## src/common/hall_rotor_regs.svh

```systemverilog
// register offsets, field positions, reset values and constants of the rotor position block
`ifndef HALL_ROTOR_REGS_SVH
`define HALL_ROTOR_REGS_SVH
`define ADDR_CTRL        8'h00
`define ADDR_HALL_DELAY  8'h04
`define ADDR_TICK_CYCLES 8'h08
`define ADDR_ENC_STEP    8'h0c
`define ADDR_ALIGN_CFG   8'h10
`define ADDR_STATUS      8'h14
`define ADDR_ANGLE       8'h18
`define ADDR_SPEED       8'h1c
`define ADDR_PERIOD      8'h20
`define ADDR_ENC_COUNT   8'h24
`define CTRL_COMBINE     0
`define CTRL_ENC_MODE    1
`define CTRL_DISP60      2
`define CTRL_ALIGN_GO    3
`define TICK_CYCLES_RST  16'h03e8
`define ENC_STEP_RST     16'h0010
`define SIXTY_DEG        16'h2aab
`define THIRTY_DEG       16'h1555
`define PERIOD_LOW       16'h0400
`define PSC_MAX          4'hf
`define ALIGN_RAMP_STEP  16'h0010
`define ALIGN_MAG_MAX    16'h4000
`endif

```

## src/common/hall_rotor_pkg.sv

```systemverilog
// types shared by the rotor position block
package hall_rotor_pkg;
	typedef enum logic {ALIGN_IDLE, ALIGN_RAMP} align_state_type;
	typedef logic [15:0] angle_type;
endpackage

```

## src/verilog/hall_encoder_rotor_position.sv

```systemverilog
// hall / quadrature rotor position and speed block with apb registers
//
// The implementer's own choices: the register offsets and the APB interface to the registers.
`timescale 1ns/1ps
`default_nettype none
`include "hall_rotor_regs.svh"

// Functional notes
// - combine mode xors three hall inputs
// - speed from combined signal period
// - hall state is third-second-first bits
// - direction from state versus previous state
// - direction read from individual hall inputs
// - keep resolution over 1:1000 period range
// - short captures lower the prescaler
// - overflow between captures raises prescaler
// - new prescaler applies from next capture
// - every combined edge resyncs angle
// - angle error corrects new speed, no jump
// - add speed step each control tick
// - 120 or 60 degree sensor displacement
// - hall position absolute, no prepositioning
// - configured delay added as angle offset
// - quadrature counter gives angle and direction
// - angle in signed sixteen bit unit
// - encoder needs alignment after reset/fault
// - alignment: fixed orientation, ramping magnitude
// - alignment end loads encoder counter
// - encoder speed is angle difference
module hall_encoder_rotor_position
	import hall_rotor_pkg::*;
(
	input  wire logic        MCLK_IN,
	input  wire logic        SRST_IN,
	input  wire logic        PSEL_IN,
	input  wire logic        PENABLE_IN,
	input  wire logic        PWRITE_IN,
	input  wire logic [7:0]  PADDR_IN,
	input  wire logic [31:0] PWDATA_IN,
	output logic      [31:0] PRDATA_OUT,
	output logic             PREADY_OUT,
	output logic             PSLVERR_OUT,
	input  wire logic        HALL_INPUT_FIRST_IN,
	input  wire logic        HALL_INPUT_SECOND_IN,
	input  wire logic        HALL_INPUT_THIRD_IN,
	input  wire logic        QUADRATURE_INPUT_A_IN,
	input  wire logic        QUADRATURE_INPUT_B_IN,
	input  wire logic        CTRL_TICK_IN,
	input  wire logic        FAULT_IN,
	output logic      [15:0] ANGLE_OUT,
	output logic      [15:0] SPEED_OUT,
	output logic             DIR_NEG_OUT,
	output logic             ANGLE_VALID_OUT,
	output logic             ALIGN_ACTIVE_OUT,
	output logic      [15:0] FLUX_ANGLE_OUT,
	output logic      [15:0] FLUX_MAG_OUT
);
	// config registers
	logic [3:0]      ctrl_q;
	logic [15:0]     delay_q;
	logic [15:0]     tick_cycles_q;
	logic [15:0]     enc_step_q;
	logic [31:0]     align_cfg_q;
	// pin synchronisers
	logic [4:0]      sync1_q;
	logic [4:0]      sync2_q;
	// hall path
	logic [2:0]      hall_state;
	logic [2:0]      prev_state_q;
	logic            comb;
	logic            comb_prev_q;
	logic            edge_seen;
	logic            dir_neg_q;
	logic [2:0]      sec_now;
	logic [2:0]      sec_prev;
	angle_type       sector_base;
	angle_type       hall_angle;
	// capture timer
	logic [3:0]      psc_act_q;
	logic [3:0]      psc_buf_q;
	logic [14:0]     pre_cnt_q;
	logic [15:0]     cnt_q;
	logic            ovf_q;
	logic            first_q;
	logic [15:0]     period_q;
	logic            pre_tick;
	// divider
	logic            div_busy_q;
	logic [5:0]      div_cnt_q;
	logic [31:0]     div_rem_q;
	logic [31:0]     div_quo_q;
	logic [31:0]     div_den_q;
	logic [32:0]     div_trial;
	logic signed [16:0] numer;
	logic [15:0]     speed_mag_q;
	angle_type       hall_ang_q;
	// encoder path
	logic [1:0]      qab_prev_q;
	logic [15:0]     enc_cnt_q;
	angle_type       enc_angle;
	angle_type       enc_prev_q;
	logic [15:0]     enc_speed_q;
	logic            aligned_q;
	align_state_type align_st_q;
	logic [15:0]     flux_mag_q;
	logic            apb_wr;
	logic            apb_acc;

	// sector index along the positive sequence of either sensor spacing
	function automatic logic [2:0] sector(input logic [2:0] st, input logic d60);
		logic [2:0] r;
		r = 3'h0;
		if (d60) begin
			case (st)
				3'h1: r = 3'h1;
				3'h3: r = 3'h2;
				3'h7: r = 3'h3;
				3'h6: r = 3'h4;
				3'h4: r = 3'h5;
				default: r = 3'h0;
			endcase
		end else begin
			case (st)
				3'h1: r = 3'h1;
				3'h3: r = 3'h2;
				3'h2: r = 3'h3;
				3'h6: r = 3'h4;
				3'h4: r = 3'h5;
				default: r = 3'h0;
			endcase
		end
		return r;
	endfunction

	// two flops on every hall and quadrature pin before use; wiring order assumed per sensor number
	always_ff @(posedge MCLK_IN) begin
		if (SRST_IN) begin
			sync1_q <= 5'h00;
			sync2_q <= 5'h00;
		end else begin
			sync1_q <= {QUADRATURE_INPUT_B_IN, QUADRATURE_INPUT_A_IN, HALL_INPUT_THIRD_IN,
				HALL_INPUT_SECOND_IN, HALL_INPUT_FIRST_IN};
			sync2_q <= sync1_q;
		end
	end

	// hall decode from the individual sensor levels
	assign hall_state  = sync2_q[2:0];
	assign comb        = ctrl_q[`CTRL_COMBINE] ? ^sync2_q[2:0] : sync2_q[0];
	assign edge_seen   = comb ^ comb_prev_q;
	assign sec_now     = sector(hall_state, ctrl_q[`CTRL_DISP60]);
	assign sec_prev    = sector(prev_state_q, ctrl_q[`CTRL_DISP60]);
	assign sector_base = 16'({13'h0000, sec_now} * `SIXTY_DEG);
	// edge position: sector start going forward, sector end going backward
	assign hall_angle  = sector_base + delay_q + (dir_neg_q ? `SIXTY_DEG : 16'h0000);

	// direction from sector step; state memory kept per change
	always_ff @(posedge MCLK_IN) begin
		if (SRST_IN) begin
			prev_state_q <= 3'h0;
			comb_prev_q  <= 1'b0;
			dir_neg_q    <= 1'b0;
		end else begin
			comb_prev_q <= comb;
			if (hall_state != prev_state_q) begin
				prev_state_q <= hall_state;
				if (sec_now == ((sec_prev == 3'h5) ? 3'h0 : sec_prev + 3'h1))
					dir_neg_q <= 1'b0;
				else if (sec_prev == ((sec_now == 3'h5) ? 3'h0 : sec_now + 3'h1))
					dir_neg_q <= 1'b1;
			end
		end
	end

	// prescaled capture timer; prescaler is a power of two
	assign pre_tick = (pre_cnt_q == 15'((16'h0001 << psc_act_q) - 16'h0001));

	always_ff @(posedge MCLK_IN) begin
		if (SRST_IN) begin
			pre_cnt_q <= 15'h0000;
			cnt_q     <= 16'h0000;
			ovf_q     <= 1'b0;
			period_q  <= 16'h0000;
			psc_act_q <= 4'h0;
			psc_buf_q <= 4'h0;
			first_q   <= 1'b1;
		end else if (edge_seen) begin
			pre_cnt_q <= 15'h0000;
			cnt_q     <= 16'h0000;
			ovf_q     <= 1'b0;
			period_q  <= cnt_q;
			first_q   <= 1'b0;
			psc_act_q <= psc_buf_q; // decided last capture, used from now
			// an overflow landing on the capture edge still counts
			if ((ovf_q || (pre_tick && cnt_q == 16'hffff)) && psc_buf_q != `PSC_MAX)
				psc_buf_q <= psc_buf_q + 4'h1;
			else if (!ovf_q && cnt_q < `PERIOD_LOW && psc_buf_q != 4'h0)
				psc_buf_q <= psc_buf_q - 4'h1;
		end else begin
			pre_cnt_q <= pre_tick ? 15'h0000 : pre_cnt_q + 15'h0001;
			if (pre_tick && cnt_q == 16'hffff)
				ovf_q <= 1'b1; // saturate rather than wrap
			else if (pre_tick)
				cnt_q <= cnt_q + 16'h0001;
		end
	end

	// sixty degrees corrected by the resync error, scaled by the tick length
	always_comb begin
		numer = 17'(signed'({1'b0, `SIXTY_DEG}))
			+ (dir_neg_q ? -17'(signed'(hall_angle - ANGLE_OUT)) : 17'(signed'(hall_angle - ANGLE_OUT)));
	end
	assign div_trial = {div_rem_q, div_quo_q[31]} - {1'b0, div_den_q};

	// serial divider, 32 steps; a new edge restarts it with fresh data
	always_ff @(posedge MCLK_IN) begin
		if (SRST_IN) begin
			div_busy_q  <= 1'b0;
			div_cnt_q   <= 6'h00;
			div_rem_q   <= 32'h00000000;
			div_quo_q   <= 32'h00000000;
			div_den_q   <= 32'h00000001;
			speed_mag_q <= 16'h0000;
		end else if (edge_seen) begin
			if (first_q || ovf_q || (pre_tick && cnt_q == 16'hffff)) begin
				speed_mag_q <= 16'h0000;
				div_busy_q  <= 1'b0;
			end else begin
				div_busy_q <= 1'b1;
				div_cnt_q  <= 6'h00;
				div_rem_q  <= 32'h00000000;
				div_quo_q  <= numer[16] ? 32'h00000000 : 32'(numer[15:0] * tick_cycles_q);
				div_den_q  <= 32'({16'h0000, cnt_q} << psc_act_q); // period in clocks
			end
		end else if (ovf_q && psc_act_q == `PSC_MAX && pre_tick && cnt_q == 16'hffff) begin
			speed_mag_q <= 16'h0000;
			div_busy_q  <= 1'b0;
		end else if (div_busy_q) begin
			div_cnt_q <= div_cnt_q + 6'h01;
			if (!div_trial[32]) begin
				div_rem_q <= div_trial[31:0];
				div_quo_q <= {div_quo_q[30:0], 1'b1};
			end else begin
				div_rem_q <= {div_rem_q[30:0], div_quo_q[31]};
				div_quo_q <= {div_quo_q[30:0], 1'b0};
			end
			if (div_cnt_q == 6'h1f) begin
				div_busy_q <= 1'b0;
				speed_mag_q <= (div_quo_q[30:14] != 17'h00000) ? 16'h7fff : {1'b0, div_quo_q[13:0], !div_trial[32]};
			end
		end
	end

	// encoder x4 decode, direction folded into the count
	assign enc_angle = 16'(enc_cnt_q * enc_step_q);

	always_ff @(posedge MCLK_IN) begin
		if (SRST_IN) begin
			qab_prev_q <= 2'h0;
			enc_cnt_q  <= 16'h0000;
		end else begin
			qab_prev_q <= sync2_q[4:3];
			if (align_st_q == ALIGN_RAMP && CTRL_TICK_IN && flux_mag_q >= `ALIGN_MAG_MAX)
				enc_cnt_q <= align_cfg_q[31:16];
			else if ((sync2_q[3] ^ qab_prev_q[0]) != (sync2_q[4] ^ qab_prev_q[1]))
				enc_cnt_q <= (sync2_q[3] ^ qab_prev_q[1]) ? enc_cnt_q + 16'h0001
					: enc_cnt_q - 16'h0001;
		end
	end

	// alignment sequencer; a fault forgets the reference
	always_ff @(posedge MCLK_IN) begin
		if (SRST_IN) begin
			align_st_q <= ALIGN_IDLE;
			flux_mag_q <= 16'h0000;
			aligned_q  <= 1'b0;
		end else if (FAULT_IN) begin
			align_st_q <= ALIGN_IDLE;
			flux_mag_q <= 16'h0000;
			aligned_q  <= 1'b0;
		end else begin
			case (align_st_q)
				ALIGN_IDLE: begin
					flux_mag_q <= 16'h0000;
					if (apb_wr && PADDR_IN == `ADDR_CTRL && PWDATA_IN[`CTRL_ALIGN_GO] && ctrl_q[`CTRL_ENC_MODE]) begin
						align_st_q <= ALIGN_RAMP;
						aligned_q  <= 1'b0;
					end
				end
				ALIGN_RAMP: begin
					if (CTRL_TICK_IN && flux_mag_q >= `ALIGN_MAG_MAX) begin
						align_st_q <= ALIGN_IDLE;
						aligned_q  <= 1'b1;
					end else if (CTRL_TICK_IN)
						flux_mag_q <= flux_mag_q + `ALIGN_RAMP_STEP;
				end
				default: align_st_q <= ALIGN_IDLE;
			endcase
		end
	end

	// angle, speed and direction outputs; hall angle stepped per control tick, encoder angle follows the counter
	always_ff @(posedge MCLK_IN) begin
		if (SRST_IN) begin
			ANGLE_OUT        <= 16'h0000;
			SPEED_OUT        <= 16'h0000;
			DIR_NEG_OUT      <= 1'b0;
			ANGLE_VALID_OUT  <= 1'b0;
			enc_prev_q       <= 16'h0000;
			enc_speed_q      <= 16'h0000;
			hall_ang_q       <= 16'h0000;
		end else if (ctrl_q[`CTRL_ENC_MODE]) begin
			ANGLE_OUT       <= enc_angle;
			ANGLE_VALID_OUT <= aligned_q;
			DIR_NEG_OUT     <= enc_speed_q[15];
			SPEED_OUT       <= enc_speed_q;
			if (CTRL_TICK_IN) begin
				enc_speed_q <= enc_angle - enc_prev_q;
				enc_prev_q  <= enc_angle;
			end
		end else begin
			ANGLE_VALID_OUT <= 1'b1;
			DIR_NEG_OUT     <= dir_neg_q;
			SPEED_OUT       <= dir_neg_q ? 16'h0000 - speed_mag_q : speed_mag_q;
			// no jump on resync: only snap while no speed is known
			if (edge_seen && speed_mag_q == 16'h0000)
				ANGLE_OUT <= hall_angle;
			else if (CTRL_TICK_IN && speed_mag_q == 16'h0000)
				ANGLE_OUT <= sector_base + `THIRTY_DEG + delay_q;
			else if (CTRL_TICK_IN)
				ANGLE_OUT <= dir_neg_q ? ANGLE_OUT - speed_mag_q : ANGLE_OUT + speed_mag_q;
			if (edge_seen)
				hall_ang_q <= hall_angle;
		end
	end

	// flux command follows the alignment sequencer
	always_ff @(posedge MCLK_IN) begin
		if (SRST_IN) begin
			ALIGN_ACTIVE_OUT <= 1'b0;
			FLUX_ANGLE_OUT   <= 16'h0000;
			FLUX_MAG_OUT     <= 16'h0000;
		end else begin
			ALIGN_ACTIVE_OUT <= (align_st_q == ALIGN_RAMP);
			FLUX_ANGLE_OUT   <= align_cfg_q[15:0];
			FLUX_MAG_OUT     <= flux_mag_q;
		end
	end

	// apb slave: one wait state, write lands on the pready edge
	assign apb_acc = PSEL_IN & PENABLE_IN;
	assign apb_wr  = apb_acc & PWRITE_IN & PREADY_OUT;

	always_ff @(posedge MCLK_IN) begin
		if (SRST_IN) begin
			ctrl_q        <= 4'h0;
			delay_q       <= 16'h0000;
			tick_cycles_q <= `TICK_CYCLES_RST;
			enc_step_q    <= `ENC_STEP_RST;
			align_cfg_q   <= 32'h00000000;
		end else if (apb_wr) begin
			if (PADDR_IN == `ADDR_CTRL)
				ctrl_q <= {1'b0, PWDATA_IN[2:0]}; // go bit self clears
			else if (PADDR_IN == `ADDR_HALL_DELAY)
				delay_q <= PWDATA_IN[15:0];
			else if (PADDR_IN == `ADDR_TICK_CYCLES)
				tick_cycles_q <= PWDATA_IN[15:0];
			else if (PADDR_IN == `ADDR_ENC_STEP)
				enc_step_q <= PWDATA_IN[15:0];
			else if (PADDR_IN == `ADDR_ALIGN_CFG)
				align_cfg_q <= PWDATA_IN;
		end
	end

	// read mux and handshake
	always_ff @(posedge MCLK_IN) begin
		if (SRST_IN) begin
			PREADY_OUT  <= 1'b0;
			PRDATA_OUT  <= 32'h00000000;
			PSLVERR_OUT <= 1'b0;
		end else begin
			PREADY_OUT  <= apb_acc & ~PREADY_OUT;
			PSLVERR_OUT <= 1'b0;
			PRDATA_OUT  <= 32'h00000000;
			if (apb_acc && !PREADY_OUT) begin
				if (PADDR_IN == `ADDR_CTRL)
					PRDATA_OUT <= {28'h0000000, ctrl_q};
				else if (PADDR_IN == `ADDR_HALL_DELAY)
					PRDATA_OUT <= {16'h0000, delay_q};
				else if (PADDR_IN == `ADDR_TICK_CYCLES)
					PRDATA_OUT <= {16'h0000, tick_cycles_q};
				else if (PADDR_IN == `ADDR_ENC_STEP)
					PRDATA_OUT <= {16'h0000, enc_step_q};
				else if (PADDR_IN == `ADDR_ALIGN_CFG)
					PRDATA_OUT <= align_cfg_q;
				else if (PADDR_IN == `ADDR_STATUS)
					PRDATA_OUT <= {20'h00000, psc_act_q, 2'h0, align_st_q == ALIGN_RAMP,
						aligned_q, dir_neg_q, hall_state};
				else if (PADDR_IN == `ADDR_ANGLE)
					PRDATA_OUT <= {hall_ang_q, ANGLE_OUT};
				else if (PADDR_IN == `ADDR_SPEED)
					PRDATA_OUT <= {16'h0000, SPEED_OUT};
				else if (PADDR_IN == `ADDR_PERIOD)
					PRDATA_OUT <= {12'h000, psc_buf_q, period_q};
				else if (PADDR_IN == `ADDR_ENC_COUNT)
					PRDATA_OUT <= {16'h0000, enc_cnt_q};
				else
					PSLVERR_OUT <= 1'b1;
			end
		end
	end
endmodule
`default_nettype wire

```

## config.mk

```make
export PLATFORM = sky130hd
export DESIGN_NAME = hall_encoder_rotor_position
export DESIGN_NICKNAME = d
export VERILOG_FILES = /design/src/common/hall_rotor_pkg.sv /design/src/verilog/hall_encoder_rotor_position.sv
export VERILOG_INCLUDE_DIRS = /design/src /design/src/common
export SDC_FILE = /design/constraint.sdc
export NUM_CORES = 2
export LEC_CHECK = 0
export BUFFER_PORTS_ARGS = -buffer_cell sky130_fd_sc_hd__buf_2
export CAP_MARGIN = 15
export CORE_ASPECT_RATIO = 1.4
export CORE_MARGIN = 2
export CORE_UTILIZATION = 65
export CTS_CLUSTER_DIAMETER = 80
export CTS_CLUSTER_SIZE = 28
export DETAILED_ROUTE_END_ITERATION = 7
export PLACE_DENSITY = 0.85
export SYNTH_ARGS = -nofsm -noshare
export SYNTH_HDL_FRONTEND = slang
export SYNTH_SLANG_ARGS = --single-unit
```

## constraint.sdc

```tcl
create_clock -name MCLK_IN -period 38.3 [get_ports MCLK_IN]
set_input_delay 5.745 -clock MCLK_IN [delete_from_list [all_inputs] [get_ports MCLK_IN]]
set_output_delay 5.745 -clock MCLK_IN [all_outputs]
set_load 0.01 [all_outputs]
```

==> flow_metrics.py <==
metrics = {
    "routing": {
        "vias": 35300,
        "postRouteAntennaNets": 0,
        "routedWlPerCell_um": 21.1,
        "drt-total-wl_um": 119000,
        "first_pass_iters": 8,
        "dr.first_iter.drc_count": 3454,
        "post-route-drc-count": 3,
        "vias_per_cell": 6.28,
    },
    "synthesis": {
        "avgSynthCellArea_um2": 7.96,
        "ys_types": 83,
        "synth_edf_count": 0,
        "ys.flop_type": "dfxtp_1",
        "async_flop_share_pct": 0,
        "synth_cells": 4887,
        "synth_area_mm2": 0.0389,
        "ys_ff_latch": 449,
        "yosysSeqAreaShare_pct": 23.1,
        "yosys_warnings": 0,
    },
    "worst_hold_path": {
        "hold_start": "sync1_q[4]",
        "hp-class": "reg -> reg",
        "min_path_cells": 1,
        "min_to": "sync2_q[4]",
    },
    "global_routing": {
        "grtUsageTotal_pct": 38.1,
        "grt_max_degree": 110,
        "grt_pass1_vias": 34300,
        "grt_pass1_wl_um": 184000,
        "antenna_found_initial": 5,
        "grt.overflow.total": 0,
    },
    "timing": {
        "worst_pin_slew_ns": 1.22,
        "clock_skew_ns": 0.0376,
        "min_period_over_period_pct": 37.5,
        "rsz0062_at_grt": "false",
        "period_needed_ns": 14.36,
        "slew_viol_final": 0,
        "finalSetupViolCount": 0,
        "slew_headroom_pct": 18.4,
        "finalHoldViolCount": 0,
        "fmax_ghz": 0.0697,
        "setup_tns_ns": 0,
    },
    "placement": {
        "gp_congestion": 1.04,
        "dp_hpwl_um": 90600,
        "portBuffers": 148,
    },
    "floorplanning": {
        "die_h_um": 294,
        "initial_utilization_pct": 65.5,
        "rows": 106,
        "die_w_um": 211,
        "num_io_pins": 153,
        "die-area_mm2": 0.0619,
        "core_area_mm2": 0.0594,
    },
    "worst_setup_path": {
        "critPathCaptureType": "register",
        "critPathLaunchType": "register",
        "r2r_start": "sync2_q[0]",
        "rrSetupSlack_ns": 23.94,
        "critPathSlowestCell": "xor2_1",
        "crit_arrival_ns": 14.82,
        "crit_required_ns": 38.77,
        "r2r_cells": 52,
        "timing.rr.end": "div_quo_q[30]",
        "slowest_delay_ns": 0.92,
        "cp_max_fo": 16,
        "crit_type": "reg -> reg",
    },
    "clocking": {
        "cts-resized-gates": 0,
        "clkTransAtPathRegs_ns": 0.11,
        "ctsHoldBuffers": 0,
        "cts.sinks": 449,
        "cts_tree": "yes",
        "cts_setup_buffers": 0,
        "clock_latency_ns": 0.61,
        "cts_buffers": 25,
        "cts.htree.levels": 1,
        "cts_root_buf": "clkbuf_16",
        "clockBufferDepth": 3,
    },
    "layout": {
        "fin_nets": 5513,
        "area.growth.synth_to_final_pct": 5.46,
        "drive_above_1_share_pct": 6.30,
    },
    "outcome": {
        "violations": "design-rule violations",
        "run_status": "finished, violations left",
    },
    "job": {
        "drv_cap": 0,
    },
}
[synth_stat cells, drive strengths merged, types with 78 or more instances]
| cell | n | area share (%) |
|---|---|---|
| nor2 | 283 | 2.7 |
| dfxtp | 449 | 23 |
| nand3 | 78 | 1.0 |
| nand2 | 775 | 7.5 |
| xor2 | 95 | 2.1 |
| and2 | 168 | 2.7 |
| a21oi | 414 | 5.4 |
| o21ai | 198 | 2.6 |
| ha | 313 | 10 |
| nor2b | 80 | 1.3 |
| clkbuf | 231 | 2.2 |
| inv | 540 | 5.2 |
| fa | 290 | 15 |
| xnor2 | 182 | 4.1 |
[placed cells by master, fill, tap and decap left out, drive strengths merged, types with 168 or more instances in the layout]
| cell type | netlist | final |
|---|---|---|
| xnor2 | 182 | 182 |
| nand2 | 775 | 775 |
| o21ai | 198 | 198 |
| ha | 313 | 313 |
| nor2 | 283 | 283 |
| buf | 35 | 207 |
| inv | 540 | 543 |
| a21oi | 414 | 414 |
| dfxtp | 449 | 449 |
| fa | 290 | 290 |
| and2 | 168 | 168 |
[metrics by stage]
stage          cell area [um2]  instances  hold WS, ns  setup WS, ns  util (%)
3_5_place_dp             40100       5586        0.422         24.14      67.6
2_1_floorplan            38900       4890        0.414         25.49         -
5_1_grt                  41000       5626        0.464         22.86      69.1
4_1_cts                  41000       5625        0.447         24.05      69.1
6_report                 41000       5630        0.446         23.94      69.1
3_3_place_gp             40100       5585        0.418         24.11      67.6
[kinds of logic after synthesis]
family / count (synthesis) / synth area share, %
mux: 84 / 2.42
xor+xnor: 280 / 6.41
compound gates: 1009 / 15.8
simple gates: 1655 / 19.5
fa+ha+maj: 603 / 25.0
buf+inv: 806 / 7.85
flops: 449 / 23.1
other cells: 1 / 0.00964
[area by class of cell]
type                    instances  area (um2)
diodes                          4        10.0
clock buffers                  26         629
clock inverters                13         253
fillers                      4780       18400
inverters                     540        2030
multi-input cells            3635       27000
flip-flops and latches        449        8990
well taps                     756         946
repair buffers                207        1190
[worst max path at each step]
stage / to / slack, ns / from
after floorplan: div_quo_q[30] / 25.49 / sync2_q[0]
final: div_quo_q[30] / 23.94 / sync2_q[0]
after detailed placement: div_quo_q[30] / 24.14 / sync2_q[0]
after global placement: div_quo_q[31] / 24.11 / sync2_q[0]
after global routing: div_quo_q[30] / 22.86 / sync2_q[0]
after CTS: div_quo_q[30] / 24.05 / sync2_q[0]
[routing by layer]
| metal | routed length (um) | track usage, % |
|---|---|---|
| met1 | 41700 | 43.1 |
| met2 | 55300 | 62.8 |
| met3 | 10700 | 7.70 |
| met4 | 11100 | 29.8 |
| met5 | 29 | 0 |
[critical path: cells and delay by family, from the launching register on]
family	cells	cell delay (ns)
buf+inv	7	0.59
mux	1	0.36
flops	1	0.41
fa+ha+maj	13	5.18
simple gates	11	2.31
compound gates	16	3.82
xor+xnor	4	1.52
[flip-flops by register name (all words and copies together) (netlist names), 6 cells and up]
register,cells
ANGLE_OUT,16
FLUX_ANGLE_OUT,16
align_cfg_q,32
SPEED_OUT,16
period_q,16
hall_ang_q,16
flux_mag_q,12
div_rem_q,32
div_den_q,31
speed_mag_q,15
cnt_q,16
enc_speed_q,16
div_cnt_q,6
enc_cnt_q,16
delay_q,16
div_quo_q,32
tick_cycles_q,16
FLUX_MAG_OUT,12
pre_cnt_q,15
enc_step_q,16
PRDATA_OUT,32
enc_prev_q,16
Power is left out: the tool's default activity adds up to more than one toggle a clock period on the data nets, which glitch-free logic cannot reach.
